--- src/rtl/lrs_pkg.sv ---
/*
  Package for the load rate selector: register offsets, field positions,
  reset values, widths and timing constants.
  Assumes a 40 MHz clock and a 16-bit register port.
*/
package lrs_pkg;

  // Register offsets (word addresses on the plain register port).
  localparam logic [3:0] LRS_REG_CONFIG       = 4'h0;
  localparam logic [3:0] LRS_REG_RATED_CHARGE = 4'h1;
  localparam logic [3:0] LRS_REG_RATED_ENERGY = 4'h2;
  localparam logic [3:0] LRS_REG_RES_CHARGE   = 4'h3;
  localparam logic [3:0] LRS_REG_RES_ENERGY   = 4'h4;
  localparam logic [3:0] LRS_REG_USER_CUR     = 4'h5;
  localparam logic [3:0] LRS_REG_USER_PWR     = 4'h6;
  localparam logic [3:0] LRS_REG_PROBE_RATE   = 4'h7;
  localparam logic [3:0] LRS_REG_DSG_THRESH   = 4'h8;
  localparam logic [3:0] LRS_REG_CHG_THRESH   = 4'h9;
  localparam logic [3:0] LRS_REG_LAST_CUR     = 4'hA;
  localparam logic [3:0] LRS_REG_LAST_PWR     = 4'hB;
  localparam logic [3:0] LRS_REG_RATE         = 4'hC;
  localparam logic [3:0] LRS_REG_STATUS       = 4'hD;

  // Configuration register fields.
  localparam int LRS_CFG_MODE_BIT  = 0;
  localparam int LRS_CFG_SEL_LSB   = 1;
  localparam int LRS_CFG_SEL_MSB   = 3;
  localparam int LRS_CFG_SCALE_BIT = 4;
  localparam int LRS_CFG_RESC_BIT  = 5;

  // Status register fields.
  localparam int LRS_ST_DSG_BIT = 0;
  localparam int LRS_ST_CHG_BIT = 1;

  // Reset values, mode codes and the selector limit.
  localparam logic       LRS_MODE_CURRENT = 1'b0;
  localparam logic       LRS_MODE_POWER   = 1'b1;
  localparam logic [2:0] LRS_SEL_DEFAULT  = 3'h1;
  localparam logic [2:0] LRS_SEL_MAX      = 3'h6;
  localparam logic [15:0] LRS_THRESH_RST  = 16'h0064;

  // Selector codes.
  localparam logic [2:0] LRS_SEL_LAST   = 3'h0;
  localparam logic [2:0] LRS_SEL_PRES   = 3'h1;
  localparam logic [2:0] LRS_SEL_AVG    = 3'h2;
  localparam logic [2:0] LRS_SEL_FILT   = 3'h3;
  localparam logic [2:0] LRS_SEL_RATED  = 3'h4;
  localparam logic [2:0] LRS_SEL_PROBE  = 3'h5;
  localparam logic [2:0] LRS_SEL_USER   = 3'h6;

  // Fixed factors.
  localparam int LRS_RATED_DIV  = 5;
  localparam int LRS_SCALE_TEN  = 10;

  // Filter timing: one update per tick, time constant in seconds.
  localparam int LRS_CLK_HZ      = 40_000_000;
  localparam int LRS_TICK_MS     = 1;
  localparam int LRS_TICK_CYCLES = LRS_CLK_HZ / 1000 * LRS_TICK_MS;
  localparam int LRS_FILT_TAU_S  = 14;
  // Shift that makes 2^k ticks closest to the time constant (14000 ms).
  localparam int LRS_FILT_SHIFT  = 14;

endpackage

--- src/rtl/lrs_filter.sv ---
/*
  First-order low-pass filter on the averaged current reading.
  Assumes a one-cycle update enable from the parent's tick divider.
*/
`timescale 1ns/1ps
module lrs_filter
  import lrs_pkg::*;
#(
  parameter int WIDTH = 16,
  parameter int SHIFT = LRS_FILT_SHIFT
) (
  // Clock and reset.
  input  wire logic                    clk_i,
  input  wire logic                    rst_n_i,
  // Sample stream.
  input  wire logic                    tick_i,
  input  wire logic signed [WIDTH-1:0] sample_i,
  output logic signed [WIDTH-1:0]      filt_o
);

  initial begin
    if (SHIFT < 1 || SHIFT > 20) $error("lrs_filter: bad SHIFT");
  end

  logic signed [WIDTH+SHIFT-1:0] acc;
  logic signed [WIDTH+SHIFT-1:0] next_acc;
  wire  signed [WIDTH+SHIFT-1:0] sample_ext = (WIDTH+SHIFT)'(sample_i);
  wire  signed [WIDTH+SHIFT-1:0] acc_out = acc >>> SHIFT;

  // Accumulator tracks sample at rate 2^-SHIFT per tick.
  assign next_acc = acc + sample_ext - acc_out;

  // The accumulator holds extra fraction bits so small steps are not lost.
  always_ff @(posedge clk_i or negedge rst_n_i) begin
    if (!rst_n_i) begin
      acc <= '0;
    end else if (tick_i) begin
      acc <= next_acc;
    end
  end

  assign filt_o = acc_out[WIDTH-1:0];

endmodule // lrs_filter

--- src/rtl/lrs_selector.sv ---
/*
  Load rate selector: picks the rate that feeds load-compensated capacity,
  holds reserve and scale settings and flags significant current.
  Assumes synchronous measurement inputs and a plain register port.
*/
`timescale 1ns/1ps

module lrs_selector
  import lrs_pkg::*;
#(
  parameter int DW = 16
) (
  // Clock and reset.
  input  wire logic                 clk_i,
  input  wire logic                 reset_n_i,
  // Register port.
  input  wire logic [3:0]           addr_i,
  input  wire logic [DW-1:0]        wdata_i,
  input  wire logic                 wr_i,
  input  wire logic                 rd_i,
  output logic [DW-1:0]             rdata_o,
  // Measurements; current is signed, positive means charge.
  input  wire logic signed [DW-1:0] avg_current_reading_i,
  input  wire logic [DW-1:0]        cell_voltage_i,
  input  wire logic [DW-1:0]        present_avg_current_i,
  input  wire logic [DW-1:0]        present_avg_power_i,
  input  wire logic                 dsg_cycle_end_i,
  // Selected rate and derived settings.
  output logic [2*DW-1:0]           load_rate_o,
  output logic                      power_mode_o,
  output logic [DW+3:0]             reserve_charge_o,
  output logic [DW+3:0]             reserve_energy_o,
  output logic                      reserve_comp_o,
  output logic [3:0]                trise_mult_o,
  output logic                      dsg_sig_o,
  output logic                      chg_sig_o
);

  initial begin
    if (DW < 8 || DW > 16) $error("lrs_selector: DW must be 8..16");
  end

  // Reset release through two flip-flops.
  logic rst_s1;
  logic rst_n;
  always_ff @(posedge clk_i or negedge reset_n_i) begin
    if (!reset_n_i) begin
      rst_s1 <= 1'b0;
      rst_n  <= 1'b0;
    end else begin
      rst_s1 <= 1'b1;
      rst_n  <= rst_s1;
    end
  end

  // Settings written by software.
  logic          mode;
  logic [2:0]    sel;
  logic          scale_ten;
  logic          res_comp;
  logic [DW-1:0] rated_charge;
  logic [DW-1:0] rated_energy;
  logic [DW-1:0] res_charge;
  logic [DW-1:0] res_energy;
  logic [DW-1:0] user_current_rate;
  logic [DW-1:0] user_power_rate;
  logic [DW-1:0] probe_rate_value;
  logic [DW-1:0] dsg_thresh;
  logic [DW-1:0] chg_thresh;
  logic [DW-1:0] last_current;
  logic [DW-1:0] last_power;

  // Write decode.
  wire wr_cfg = wr_i && addr_i == LRS_REG_CONFIG;
  wire [2:0] wr_sel = wdata_i[LRS_CFG_SEL_MSB:LRS_CFG_SEL_LSB];

  // Configuration register; out-of-range selectors are stored as written
  // and mapped at use, so software reads back what it wrote.
  always_ff @(posedge clk_i or negedge rst_n) begin
    if (!rst_n) begin
      mode      <= LRS_MODE_CURRENT;
      sel       <= LRS_SEL_DEFAULT;
      scale_ten <= 1'b0;
      res_comp  <= 1'b0;
    end else if (wr_cfg) begin
      mode      <= wdata_i[LRS_CFG_MODE_BIT];
      sel       <= wr_sel;
      scale_ten <= wdata_i[LRS_CFG_SCALE_BIT];
      res_comp  <= wdata_i[LRS_CFG_RESC_BIT];
    end
  end

  // Data registers.
  always_ff @(posedge clk_i or negedge rst_n) begin
    if (!rst_n) begin
      rated_charge      <= '0;
      rated_energy      <= '0;
      res_charge        <= '0;
      res_energy        <= '0;
      user_current_rate <= '0;
      user_power_rate   <= '0;
      probe_rate_value  <= '0;
      dsg_thresh        <= DW'(LRS_THRESH_RST);
      chg_thresh        <= DW'(LRS_THRESH_RST);
    end else if (wr_i) begin
      case (addr_i)
        LRS_REG_RATED_CHARGE: rated_charge      <= wdata_i;
        LRS_REG_RATED_ENERGY: rated_energy      <= wdata_i;
        LRS_REG_RES_CHARGE:   res_charge        <= wdata_i;
        LRS_REG_RES_ENERGY:   res_energy        <= wdata_i;
        LRS_REG_USER_CUR:     user_current_rate <= wdata_i;
        LRS_REG_USER_PWR:     user_power_rate   <= wdata_i;
        LRS_REG_PROBE_RATE:   probe_rate_value  <= wdata_i;
        LRS_REG_DSG_THRESH:   dsg_thresh        <= wdata_i;
        LRS_REG_CHG_THRESH:   chg_thresh        <= wdata_i;
        default: ;
      endcase
    end
  end

  // Last-run averages are captured at the end of each discharge cycle;
  // software may preload them, but a cycle end in the same cycle wins.
  always_ff @(posedge clk_i or negedge rst_n) begin
    if (!rst_n) begin
      last_current <= '0;
      last_power   <= '0;
    end else if (dsg_cycle_end_i) begin
      last_current <= present_avg_current_i;
      last_power   <= present_avg_power_i;
    end else if (wr_i && addr_i == LRS_REG_LAST_CUR) begin
      last_current <= wdata_i;
    end else if (wr_i && addr_i == LRS_REG_LAST_PWR) begin
      last_power <= wdata_i;
    end
  end

  // Millisecond tick for the current filter.
  localparam int TCW = $clog2(LRS_TICK_CYCLES);
  logic [TCW-1:0] tick_cnt;
  wire            tick = tick_cnt == TCW'(LRS_TICK_CYCLES - 1);
  always_ff @(posedge clk_i or negedge rst_n) begin
    if (!rst_n) begin
      tick_cnt <= '0;
    end else begin
      tick_cnt <= tick ? '0 : tick_cnt + 1'b1;
    end
  end

  // Filtered current, time constant about 16.4 s (2^14 ticks) at a 1 ms tick.
  logic signed [DW-1:0] filt_current;
  lrs_filter #(
    .WIDTH (DW),
    .SHIFT (LRS_FILT_SHIFT)
  ) u_filter (
    .clk_i    (clk_i),
    .rst_n_i  (rst_n),
    .tick_i   (tick),
    .sample_i (avg_current_reading_i),
    .filt_o   (filt_current)
  );

  // Discharge magnitudes; a charging current gives zero load.
  wire [DW-1:0] avg_mag = avg_current_reading_i[DW-1] ?
                          DW'(-avg_current_reading_i) : '0;
  wire [DW-1:0] filt_mag = filt_current[DW-1] ? DW'(-filt_current) : '0;

  // Effective selector; out of range falls back to the default.
  wire [2:0] eff_sel = (sel > LRS_SEL_MAX) ? LRS_SEL_DEFAULT : sel;

  // Energy terms scaled by ten in centi-unit mode.
  wire [3:0] scale = scale_ten ? 4'(LRS_SCALE_TEN) : 4'h1;
  // Both factors are widened first so the product keeps its carry bits.
  wire [DW+3:0] scale_w        = (DW+4)'(scale);
  wire [DW+3:0] rated_energy_s = (DW+4)'(rated_energy) * scale_w;
  wire [DW+3:0] user_power_s   = (DW+4)'(user_power_rate) * scale_w;
  wire [DW+3:0] last_power_s   = (DW+4)'(last_power) * scale_w;

  // Current-mode candidates.
  logic [2*DW-1:0] cur_rate;
  always_comb begin
    case (eff_sel)
      LRS_SEL_LAST:  cur_rate = (2*DW)'(last_current);
      LRS_SEL_PRES:  cur_rate = (2*DW)'(present_avg_current_i);
      LRS_SEL_AVG:   cur_rate = (2*DW)'(avg_mag);
      LRS_SEL_FILT:  cur_rate = (2*DW)'(filt_mag);
      LRS_SEL_RATED: cur_rate = (2*DW)'(rated_charge / LRS_RATED_DIV);
      LRS_SEL_PROBE: cur_rate = (2*DW)'(probe_rate_value);
      LRS_SEL_USER:  cur_rate = (2*DW)'(user_current_rate);
      default:       cur_rate = (2*DW)'(present_avg_current_i);
    endcase
  end

  // Power-mode candidates.
  logic [2*DW-1:0] pwr_rate;
  always_comb begin
    case (eff_sel)
      LRS_SEL_LAST:  pwr_rate = (2*DW)'(last_power_s);
      LRS_SEL_PRES:  pwr_rate = (2*DW)'(present_avg_power_i);
      LRS_SEL_AVG:   pwr_rate = avg_mag * cell_voltage_i;
      LRS_SEL_FILT:  pwr_rate = filt_mag * cell_voltage_i;
      LRS_SEL_RATED: pwr_rate = (2*DW)'(rated_energy_s / LRS_RATED_DIV);
      LRS_SEL_PROBE: pwr_rate = (2*DW)'(probe_rate_value);
      LRS_SEL_USER:  pwr_rate = (2*DW)'(user_power_s);
      default:       pwr_rate = (2*DW)'(present_avg_power_i);
    endcase
  end

  // Registered outputs; the rate lags its inputs by one cycle.
  wire [2*DW-1:0] next_rate = mode ? pwr_rate : cur_rate;
  wire next_dsg = avg_current_reading_i[DW-1] && avg_mag > dsg_thresh;
  wire signed [DW:0] chg_ext = (DW+1)'(avg_current_reading_i);
  wire next_chg = !avg_current_reading_i[DW-1] &&
                  DW'(chg_ext) > chg_thresh;
  always_ff @(posedge clk_i or negedge rst_n) begin
    if (!rst_n) begin
      load_rate_o <= '0;
      dsg_sig_o   <= 1'b0;
      chg_sig_o   <= 1'b0;
    end else begin
      load_rate_o <= next_rate;
      dsg_sig_o   <= next_dsg;
      chg_sig_o   <= next_chg;
    end
  end

  // Reserve settings pass to the capacity engine with the no-load flag.
  assign power_mode_o     = mode;
  assign reserve_charge_o = (DW+4)'(res_charge);
  assign reserve_energy_o = (DW+4)'(res_energy) * scale_w;
  assign reserve_comp_o   = res_comp;
  assign trise_mult_o     = scale;

  // Read multiplexer; unmapped addresses read as zero.
  logic [DW-1:0] rd_mux;
  always_comb begin
    case (addr_i)
      LRS_REG_CONFIG: begin
        rd_mux = '0;
        rd_mux[LRS_CFG_MODE_BIT] = mode;
        rd_mux[LRS_CFG_SEL_MSB:LRS_CFG_SEL_LSB] = sel;
        rd_mux[LRS_CFG_SCALE_BIT] = scale_ten;
        rd_mux[LRS_CFG_RESC_BIT] = res_comp;
      end
      LRS_REG_RATED_CHARGE: rd_mux = rated_charge;
      LRS_REG_RATED_ENERGY: rd_mux = rated_energy;
      LRS_REG_RES_CHARGE:   rd_mux = res_charge;
      LRS_REG_RES_ENERGY:   rd_mux = res_energy;
      LRS_REG_USER_CUR:     rd_mux = user_current_rate;
      LRS_REG_USER_PWR:     rd_mux = user_power_rate;
      LRS_REG_PROBE_RATE:   rd_mux = probe_rate_value;
      LRS_REG_DSG_THRESH:   rd_mux = dsg_thresh;
      LRS_REG_CHG_THRESH:   rd_mux = chg_thresh;
      LRS_REG_LAST_CUR:     rd_mux = last_current;
      LRS_REG_LAST_PWR:     rd_mux = last_power;
      LRS_REG_RATE:         rd_mux = load_rate_o[DW-1:0];
      LRS_REG_STATUS: begin
        rd_mux = '0;
        rd_mux[LRS_ST_DSG_BIT] = dsg_sig_o;
        rd_mux[LRS_ST_CHG_BIT] = chg_sig_o;
      end
      default: rd_mux = '0;
    endcase
  end

  // Read data stands only in the cycle after the strobe.
  always_ff @(posedge clk_i or negedge rst_n) begin
    if (!rst_n) begin
      rdata_o <= '0;
    end else begin
      rdata_o <= rd_i ? rd_mux : '0;
    end
  end

  // Assertions.
  a_mode_current: assert property (@(posedge clk_i) disable iff (!rst_n)
    !mode && eff_sel == LRS_SEL_USER |=> load_rate_o == (2*DW)'($past(user_current_rate)))
    else $error("current user rate not selected");
  a_sel_default: assert property (@(posedge clk_i) disable iff (!rst_n)
    sel == 3'h7 |-> eff_sel == LRS_SEL_PRES)
    else $error("out of range selector not mapped");
  a_pres_cur: assert property (@(posedge clk_i) disable iff (!rst_n)
    !mode && eff_sel == LRS_SEL_PRES |=> load_rate_o == (2*DW)'($past(present_avg_current_i)))
    else $error("present current not selected");
  a_probe_rate: assert property (@(posedge clk_i) disable iff (!rst_n)
    eff_sel == LRS_SEL_PROBE |=> load_rate_o == (2*DW)'($past(probe_rate_value)))
    else $error("probe rate not selected");
  a_power_avg: assert property (@(posedge clk_i) disable iff (!rst_n)
    mode && eff_sel == LRS_SEL_AVG |=> load_rate_o == $past(avg_mag) * $past(cell_voltage_i))
    else $error("power product wrong");
  a_last_capture: assert property (@(posedge clk_i) disable iff (!rst_n)
    dsg_cycle_end_i |=> last_current == $past(present_avg_current_i))
    else $error("last run current not captured");
  a_dsg_flag: assert property (@(posedge clk_i) disable iff (!rst_n)
    dsg_sig_o |-> $past(avg_current_reading_i[DW-1]) && $past(avg_mag) > $past(dsg_thresh))
    else $error("discharge flag without cause");
  a_chg_flag: assert property (@(posedge clk_i) disable iff (!rst_n)
    chg_sig_o |-> !$past(avg_current_reading_i[DW-1]))
    else $error("charge flag during discharge");
  a_scale_ten: assert property (@(posedge clk_i) disable iff (!rst_n)
    scale_ten |-> trise_mult_o == 4'hA)
    else $error("scale ten not applied");

  // More sources, one assertion each, then unscaled reserve energy; current LAST, power PRES and power FILT have none.
  a_cur_avg: assert property (@(posedge clk_i) disable iff (!rst_n)
    !mode && eff_sel == LRS_SEL_AVG |=>
    load_rate_o == (2*DW)'($past(avg_mag)))
    else $error("averaged current not selected");
  a_cur_filt: assert property (@(posedge clk_i) disable iff (!rst_n)
    !mode && eff_sel == LRS_SEL_FILT |=>
    load_rate_o == (2*DW)'($past(filt_mag)))
    else $error("filtered current not selected");
  a_cur_rated: assert property (@(posedge clk_i) disable iff (!rst_n)
    !mode && eff_sel == LRS_SEL_RATED |=>
    load_rate_o == (2*DW)'($past(rated_charge) / LRS_RATED_DIV))
    else $error("rated charge rate wrong");
  a_pwr_last: assert property (@(posedge clk_i) disable iff (!rst_n)
    mode && eff_sel == LRS_SEL_LAST |=>
    load_rate_o == (2*DW)'($past(last_power_s)))
    else $error("last run power not selected");
  a_pwr_rated: assert property (@(posedge clk_i) disable iff (!rst_n)
    mode && eff_sel == LRS_SEL_RATED |=>
    load_rate_o == (2*DW)'($past(rated_energy_s) / LRS_RATED_DIV))
    else $error("rated energy rate wrong");
  a_pwr_user: assert property (@(posedge clk_i) disable iff (!rst_n)
    mode && eff_sel == LRS_SEL_USER |=>
    load_rate_o == (2*DW)'($past(user_power_s)))
    else $error("user power rate not selected");
  a_res_plain: assert property (@(posedge clk_i) disable iff (!rst_n)
    !scale_ten |->
    reserve_energy_o == (DW+4)'(res_energy))
    else $error("reserve energy scaled at unit scale");

endmodule // lrs_selector

--- config.mk ---
export PLATFORM = sky130hd
export DESIGN_NAME = lrs_selector
export DESIGN_NICKNAME = d
export VERILOG_FILES = /design/src/rtl/lrs_pkg.sv /design/src/rtl/lrs_filter.sv /design/src/rtl/lrs_selector.sv
export SDC_FILE = /design/constraint.sdc
export NUM_CORES = 2
export LEC_CHECK = 0
export BUFFER_PORTS_ARGS = -buffer_cell sky130_fd_sc_hd__clkbuf_2
export CAP_MARGIN = 20
export CELL_PAD_IN_SITES_DETAIL_PLACEMENT = 1
export CELL_PAD_IN_SITES_GLOBAL_PLACEMENT = 1
export CORE_MARGIN = 4
export CORE_UTILIZATION = 30
export DETAILED_ROUTE_END_ITERATION = 16
export PLACE_DENSITY = 0.53
export SETUP_SLACK_MARGIN = 0.3
export SLEW_MARGIN = 20
export SYNTH_ARGS = -nofsm -noshare
export SYNTH_HDL_FRONTEND = slang
export SYNTH_SLANG_ARGS = --single-unit
--- constraint.sdc ---
create_clock -name clk_i -period 9.99 [get_ports clk_i]
set_input_delay 0.999 -clock clk_i [delete_from_list [all_inputs] [get_ports clk_i]]
set_output_delay 0.999 -clock clk_i [all_outputs]
set_load 0.02 [all_outputs]
[Yosys cells after proc, flatten, opt, wreduce, memory -nomap -nowiden]
Cells that the tools add are included.
Cells by class
  add/subtract/negate cells: 5
  multipliers: 6
  div/mod/pow operators: 2
  $lt $le $gt $ge: 3
  eq/ne operators: 20
  mux-type cells: 15
  reduce and logical (&&, ||, !) cells: 20
Operator list (count)
  32-bit one-hot mux with 6 select lines: 2
  16-bit one-hot mux with 14 select lines: 1
  16-bit two-way mux: 9
  16-bit by 4-bit multiplier with 20-bit output: 4
  16-bit by 16-bit multiplier with 32-bit output: 2
  16-bit by 3-bit divider with 32-bit output, second input constant: 1
  20-bit by 3-bit divider with 32-bit output, second input constant: 1
  16-bit > comparator: 2
  32-bit two-way mux: 1
  16-bit negation: 2
  30-bit by 16-bit adder with 30-bit output: 1
  30-bit by 16-bit subtractor with 30-bit output: 1
  4-bit == test, second input constant: 6
  2-bit AND reduction: 10
  16-bit by 1-bit adder with 16-bit output, second input constant: 1
  16-bit == test, second input constant: 1
  4-bit by 3-bit == test with 1-bit output, second input constant: 4
  3-bit == test, second input constant: 3
  4-bit by 2-bit == test with 1-bit output, second input constant: 2
  3-bit by 2-bit == test with 1-bit output, second input constant: 2
  1-bit logical AND: 5
  4-bit by 1-bit == test with 1-bit output, second input constant: 1
  4-bit zero test: 1
  4-bit two-way mux: 1
  6 further kinds: 7
Storage, ports and cells
  register bits: 280
  input bits: 89
  output and inout bits: 96
  logic and storage cells: 94

[Logic depth before layout (Yosys ltp)]
  depth after elaboration: 5
  depth in mapped cells: 49
  gate-level depth less buffers: 48

[Modules after synthesis]
From an unflattened synthesis, not the netlist that was laid out.
Second synthesis, totals
  cell total of the unflattened synthesis: 5568
  area, all modules: 46629.7 um2
Modules (own cells, without submodules)
  lrs_selector: instances 1, cells each 5102, area each 42836.1 um2
  lrs_filter: instances 1, cells each 466, area each 3793.6 um2

[Worst setup path before layout]
No wires, ideal clock.
  path type: register to register
  start point: reg scale_ten
  end point: reg load_rate_o[0]
  data arrival time: 9864 ps
  required time: 9908 ps
  setup slack: 44 ps
  cell stages (with the launch flop): 42
  clock period less this slack: 9946 ps
  path through: dfrtp_1 > clkbuf_1 > clkbuf_1 > and2_1 > ha_1 > fa_1 > ha_1 > a21o_1 > a2111oi_4 > buf_6 > o21a_2 > o31ai_4 > mux2_4 > a21o_1 > a211o_1 > a32o_1 > nand2_1 > mux2_2 > [... 6 more ...] > and3_4 > buf_6 > or4_4 > o211a_1 > a21oi_2 > o21ai_1 > a32o_1 > clkbuf_1 > nand2_1 > o22ai_1 > nor3_1 > ha_1 > a21boi_1 > a311oi_2 > mux2i_1 > a221oi_1 > nor3b_1 > a31oi_1
Between the ends
  cells in the longest elaborated chain, start to end: 5
RTL lines
  from (decl): line lrs_selector.sv:59  | logic scale_ten;
  from (signal assigned): line lrs_selector.sv:88  | scale_ten <= wdata_i[LRS_CFG_SCALE_BIT];
  4-bit two-way mux (*): line lrs_selector.sv:171  | wire [3:0] scale = scale_ten ? 4'(LRS_SCALE_TEN) : 4'h1;
  16-bit by 4-bit multiplier with 20-bit output: line lrs_selector.sv:174  | wire [DW+3:0] rated_energy_s = (DW+4)'(rated_energy) * scale_w;
  20-bit by 3-bit divider with 32-bit output: line lrs_selector.sv:201  | LRS_SEL_RATED: pwr_rate = (2*DW)'(rated_energy_s / LRS_RATED_DIV);
  32-bit one-hot mux with 6 select lines (*): line lrs_selector.sv:196  | case (eff_sel)
  32-bit two-way mux (*): line lrs_selector.sv:209  | wire [2*DW-1:0] next_rate = mode ? pwr_rate : cur_rate;
  via next_rate[0]: line lrs_selector.sv:209
  to (signal assigned): line lrs_selector.sv:220  | load_rate_o <= next_rate;
  to (decl): line lrs_selector.sv:29  | output logic [2*DW-1:0] load_rate_o,
The timed path passes the listed nets; every way through them passes the cells marked *.
A chain may end at the register's enable or synchronous reset.

[Worst setup path after layout]
  start point: reg rated_charge[14]
  end point: reg load_rate_o[0]
Between the ends
  cells in the longest elaborated chain, start to end: 3
RTL lines
  from (decl): line lrs_selector.sv:61  | logic [DW-1:0] rated_charge;
  from (signal assigned): line lrs_selector.sv:107  | LRS_REG_RATED_CHARGE: rated_charge <= wdata_i;
  16-bit by 3-bit divider with 32-bit output: line lrs_selector.sv:186  | LRS_SEL_RATED: cur_rate = (2*DW)'(rated_charge / LRS_RATED_DIV);
  32-bit one-hot mux with 6 select lines: line lrs_selector.sv:181  | case (eff_sel)
  32-bit two-way mux: line lrs_selector.sv:209
  via next_rate[0]: line lrs_selector.sv:209
The timed path passes the listed nets, and every way through them passes these cells.

==> reports/qor.log <==
INFO  worst_setup_path critical-path-top-cell-by-count=sky130_fd_sc_hd__buf_4
INFO  floorplan      initial_core_util=30.3%
INFO  worst_setup_path required=10.43ns
INFO  worst_setup_path crit_buf_inv=7
INFO  floorplan      die_h=403um
INFO  worst_setup_path crit_path_start=rated_charge[14]
INFO  worst_setup_path path_class=flip-flop to flip-flop
INFO  worst_setup_path reg2reg_depth=41
INFO  finish         fillers=18300
INFO  logic_synthesis postSynth.topFlopCell=sky130_fd_sc_hd__dfrtp_1
INFO  sta            timing.final.crit_period=9.90ns
INFO  logic_synthesis synthesized_area=46900um2
INFO  finish         layout-drive-gt1-share=27.4%
INFO  sta            tightest_slew=1.13ns
INFO  finish         area_of_the_multi_input_gates=37300um2
INFO  logic_synthesis synth_top_cell_area_share=20.0%
INFO  floorplan      die_x=403um
INFO  logic_synthesis synth_area_leader_cell=sky130_fd_sc_hd__fa_1
INFO  sta            max_freq=0.101GHz
INFO  global_route   groute.usage.overall=25.4%
INFO  detailed_routing routed_wl=210000um
INFO  logic_synthesis synth_most_common_cell=sky130_fd_sc_hd__inv_1
INFO  sta            timing.final.crit_share=99.1%
INFO  worst_hold_path hold_path_class=input pin to async pin
INFO  sta            final-hold-violation-count=0
INFO  flow_run       drv.max_cap_violation_count=0
INFO  worst_setup_path arrival=10.35ns
INFO  cts            clockBufferDepth=3
INFO  worst_setup_path worst_path_top_cell_family_by_delay=simple AND/OR/NAND/NOR gates
INFO  sta            final_max_slew_viol_count=0
INFO  worst_setup_path max_stage_delay=0.56ns
INFO  worst_setup_path critical-path-slowest-cell=sky130_fd_sc_hd__or4_4
INFO  logic_synthesis cells_after_synthesis=5534
INFO  sta            finClkSkew=0.0304ns
INFO  worst_setup_path cp-endpoint=load_rate_o[0]
INFO  logic_synthesis synth-xor-area-share=4.06%
INFO  global_route   grt_pass1_vias=47700
INFO  outcome        outcome=finished, final reports clean
INFO  sta            maxSlewHeadroom=24.2%
INFO  logic_synthesis syn-mean-instance-area=8.47um2
INFO  global_route   overflow=0
INFO  floorplan      design.core.area=155000um2
INFO  cts            cts_tree=done
INFO  cts            clock_latency=0.59ns
INFO  placed_design  post-place-ws=-0.441ns
INFO  detailed_routing drt-wirelength-per-cell=24.9um
INFO  placed_design  gp_congestion=0.934
INFO  worst_setup_path crit_fanout=8
INFO  global_route   grt_first_pass_wirelength=314000um
INFO  detailed_routing detail_route.first_pass.iterations=8
INFO  finish         synthToLayoutAreaGrowth=26.9%
INFO  logic_synthesis ys_async_sr_fraction=100%
INFO  cts            htree_levels=2
INFO  finish         num-nets-final=7339
INFO  logic_synthesis post_synth_main_area_contributors=sky130_fd_sc_hd__fa_1 20%, sky130_fd_sc_hd__dfrtp_1 15%, sky130_fd_sc_hd__ha_1 11%
INFO  worst_setup_path worst_r2r_endpoint=load_rate_o[0]
INFO  cts            cts_inserted_buffers=34
INFO  cts            cts_num_sinks=280
INFO  cts            cts.reportedPaths.clkPinSlew=0.06ns
INFO  placed_design  detailed_place_hpwl=169000um
INFO  floorplan      die-area=163000um2
INFO  worst_setup_path setup.worst_path.end_class=flip-flop
INFO  detailed_routing dr_total_vias=44900
INFO  finish         final-seq-area=7020um2
INFO  logic_synthesis main_combinational_cell_family_by_area_after_synthesis=adder cells
INFO  logic_synthesis synthSimpleGateAreaFrac=16.9%
INFO  finish         reg_top3=load_rate_o: 32 flops, u_filter.acc: 30 flops
INFO  placed_design  placement.io_buffers=179
INFO  detailed_routing drc_errors=0
INFO  logic_synthesis synthMuxAreaShare=5.29%
INFO  logic_synthesis synth_sequential_area_ratio=15.0%
INFO  logic_synthesis post_synth_fa_ha_maj_area_fraction=31.3%
INFO  cts            cts-hold-fix-buffers=0
INFO  logic_synthesis synth_seq_cells=280
INFO  floorplan      rows=144
INFO  worst_setup_path critical_path_depth=41
INFO  logic_synthesis synth-warning-count=0
INFO  logic_synthesis synth_edf_count=0
INFO  detailed_routing postRouteAntennaNets=0
INFO  floorplan      design.portCount=185
INFO  sta            unrepaired_setup_endpoints_after_global_routing=true
INFO  finish         largest_register=load_rate_o
INFO  logic_synthesis synth.lib_cells_used.distinct=147
INFO  logic_synthesis ys_top_cells_by_count=873 x sky130_fd_sc_hd__inv_1, 619 x sky130_fd_sc_hd__nand2_1, 469 x sky130_fd_sc_hd__fa_1, 415 x sky130_fd_sc_hd__ha_1, 281 x sky130_fd_sc_hd__o21ai_0
INFO  sta            setup-violations-final=0
INFO  worst_setup_path worst-r2r-setup-slack=0.09ns
INFO  worst_setup_path worst_r2r_startpoint=rated_charge[14]
INFO  sta            setup_total_negative_slack=0ns
INFO  cts            clockRootBuffer=sky130_fd_sc_hd__clkbuf_16
INFO  finish         postLayoutCoreUtil=38.5%
INFO  detailed_routing vias_per_cell=5.31
INFO  sta            final.setup.worst_slack=0.0862ns
INFO  global_route   grt_antenna_before_repair=19
INFO  global_route   grt_max_degree=66
INFO  finish         largest_register_ffs=32
INFO  logic_synthesis fraction_of_the_mapped_netlist_area_in_compound_gates=17.6%
INFO  detailed_routing detail_route.iter0.violations=2880
INFO  worst_setup_path worst_setup_path_start_kind=flip-flop
[worst reg2reg max path: cells and delay by family, from the launching register on]
kind / cells / cell delay, ns
AOI/OAI and AO/OA: 14 / 2.99
xor gates and xnor gates: 1 / 0.11
muxes: 1 / 0.14
and+or+nand+nor: 16 / 4.56
buffers and inverters: 7 / 1.13
DFF: 1 / 0.38
adders and majority gates: 2 / 0.45
[worst min-delay path by stage]
stage,endpoint,depth (start not counted)
4_1_cts,rst_n,1
5_1_grt,rst_n,1
6_report,rst_n,1
2_1_floorplan,rst_n,0
3_5_place_dp,rst_n,0
3_3_place_gp,rst_n,0
[final cells by class]
| class | instances | area share (%) |
|---|---|---|
| antenna | 9 | 0.0379 |
| sequential | 280 | 11.8 |
| clock buffer | 40 | 1.57 |
| timing repair buffer | 1082 | 13.5 |
| multi-input combinational | 4091 | 62.8 |
| tap | 2044 | 4.30 |
| inverter | 877 | 5.55 |
| clock inverter | 20 | 0.446 |
[metal layers]
metal  track usage, %  routed length [um]  up-vias  part of all wire, %
met5                0                  16        -               0.0076
met4             6.49                6480        2                  3.1
met2             41.6               96700     1141                   46
li1                 -                   -    20400                    -
met1             35.4               95400    23100                   45
met3             3.46               11700      253                  5.6
[metrics by stage]
stage / cell area, um2 / cells / hold WS, ns
after detailed placement: 55300 / 8259 / 0.338
after global placement: 55300 / 8259 / 0.347
final: 59500 / 8443 / 0.207
after global routing: 59500 / 8434 / 0.190
after floorplan: 47100 / 5550 / 0.331
after CTS: 57900 / 8381 / 0.180
[kinds of logic after synthesis]
logic type,after synthesis
flops,280
compound gates,1167
xor+xnor,211
fa+ha+maj,890
buf+inv,1179
other cells,2
simple gates,1581
mux,224
[placed cells by master, fill, tap and decap left out, drive strengths merged, types with 166 or more instances in the layout]
cell type | netlist | final
mux2 | 166 | 166
ha | 415 | 415
nor2 | 220 | 220
o21ai | 299 | 299
clkbuf | 246 | 220
a21oi | 202 | 202
fa | 469 | 469
dfrtp | 273 | 273
inv | 875 | 878
buf | 55 | 902
nand2 | 619 | 619
[what timing repair did]
item	4_1_cts	5_1_grt
cloned	1	0
pin swaps	102	159
setup endpoints to repair	6	10
resized for setup	198	256
setup buffers	61	53
Power is left out: the tool's default activity adds up to more than one toggle a clock period on the data nets, which glitch-free logic cannot reach.
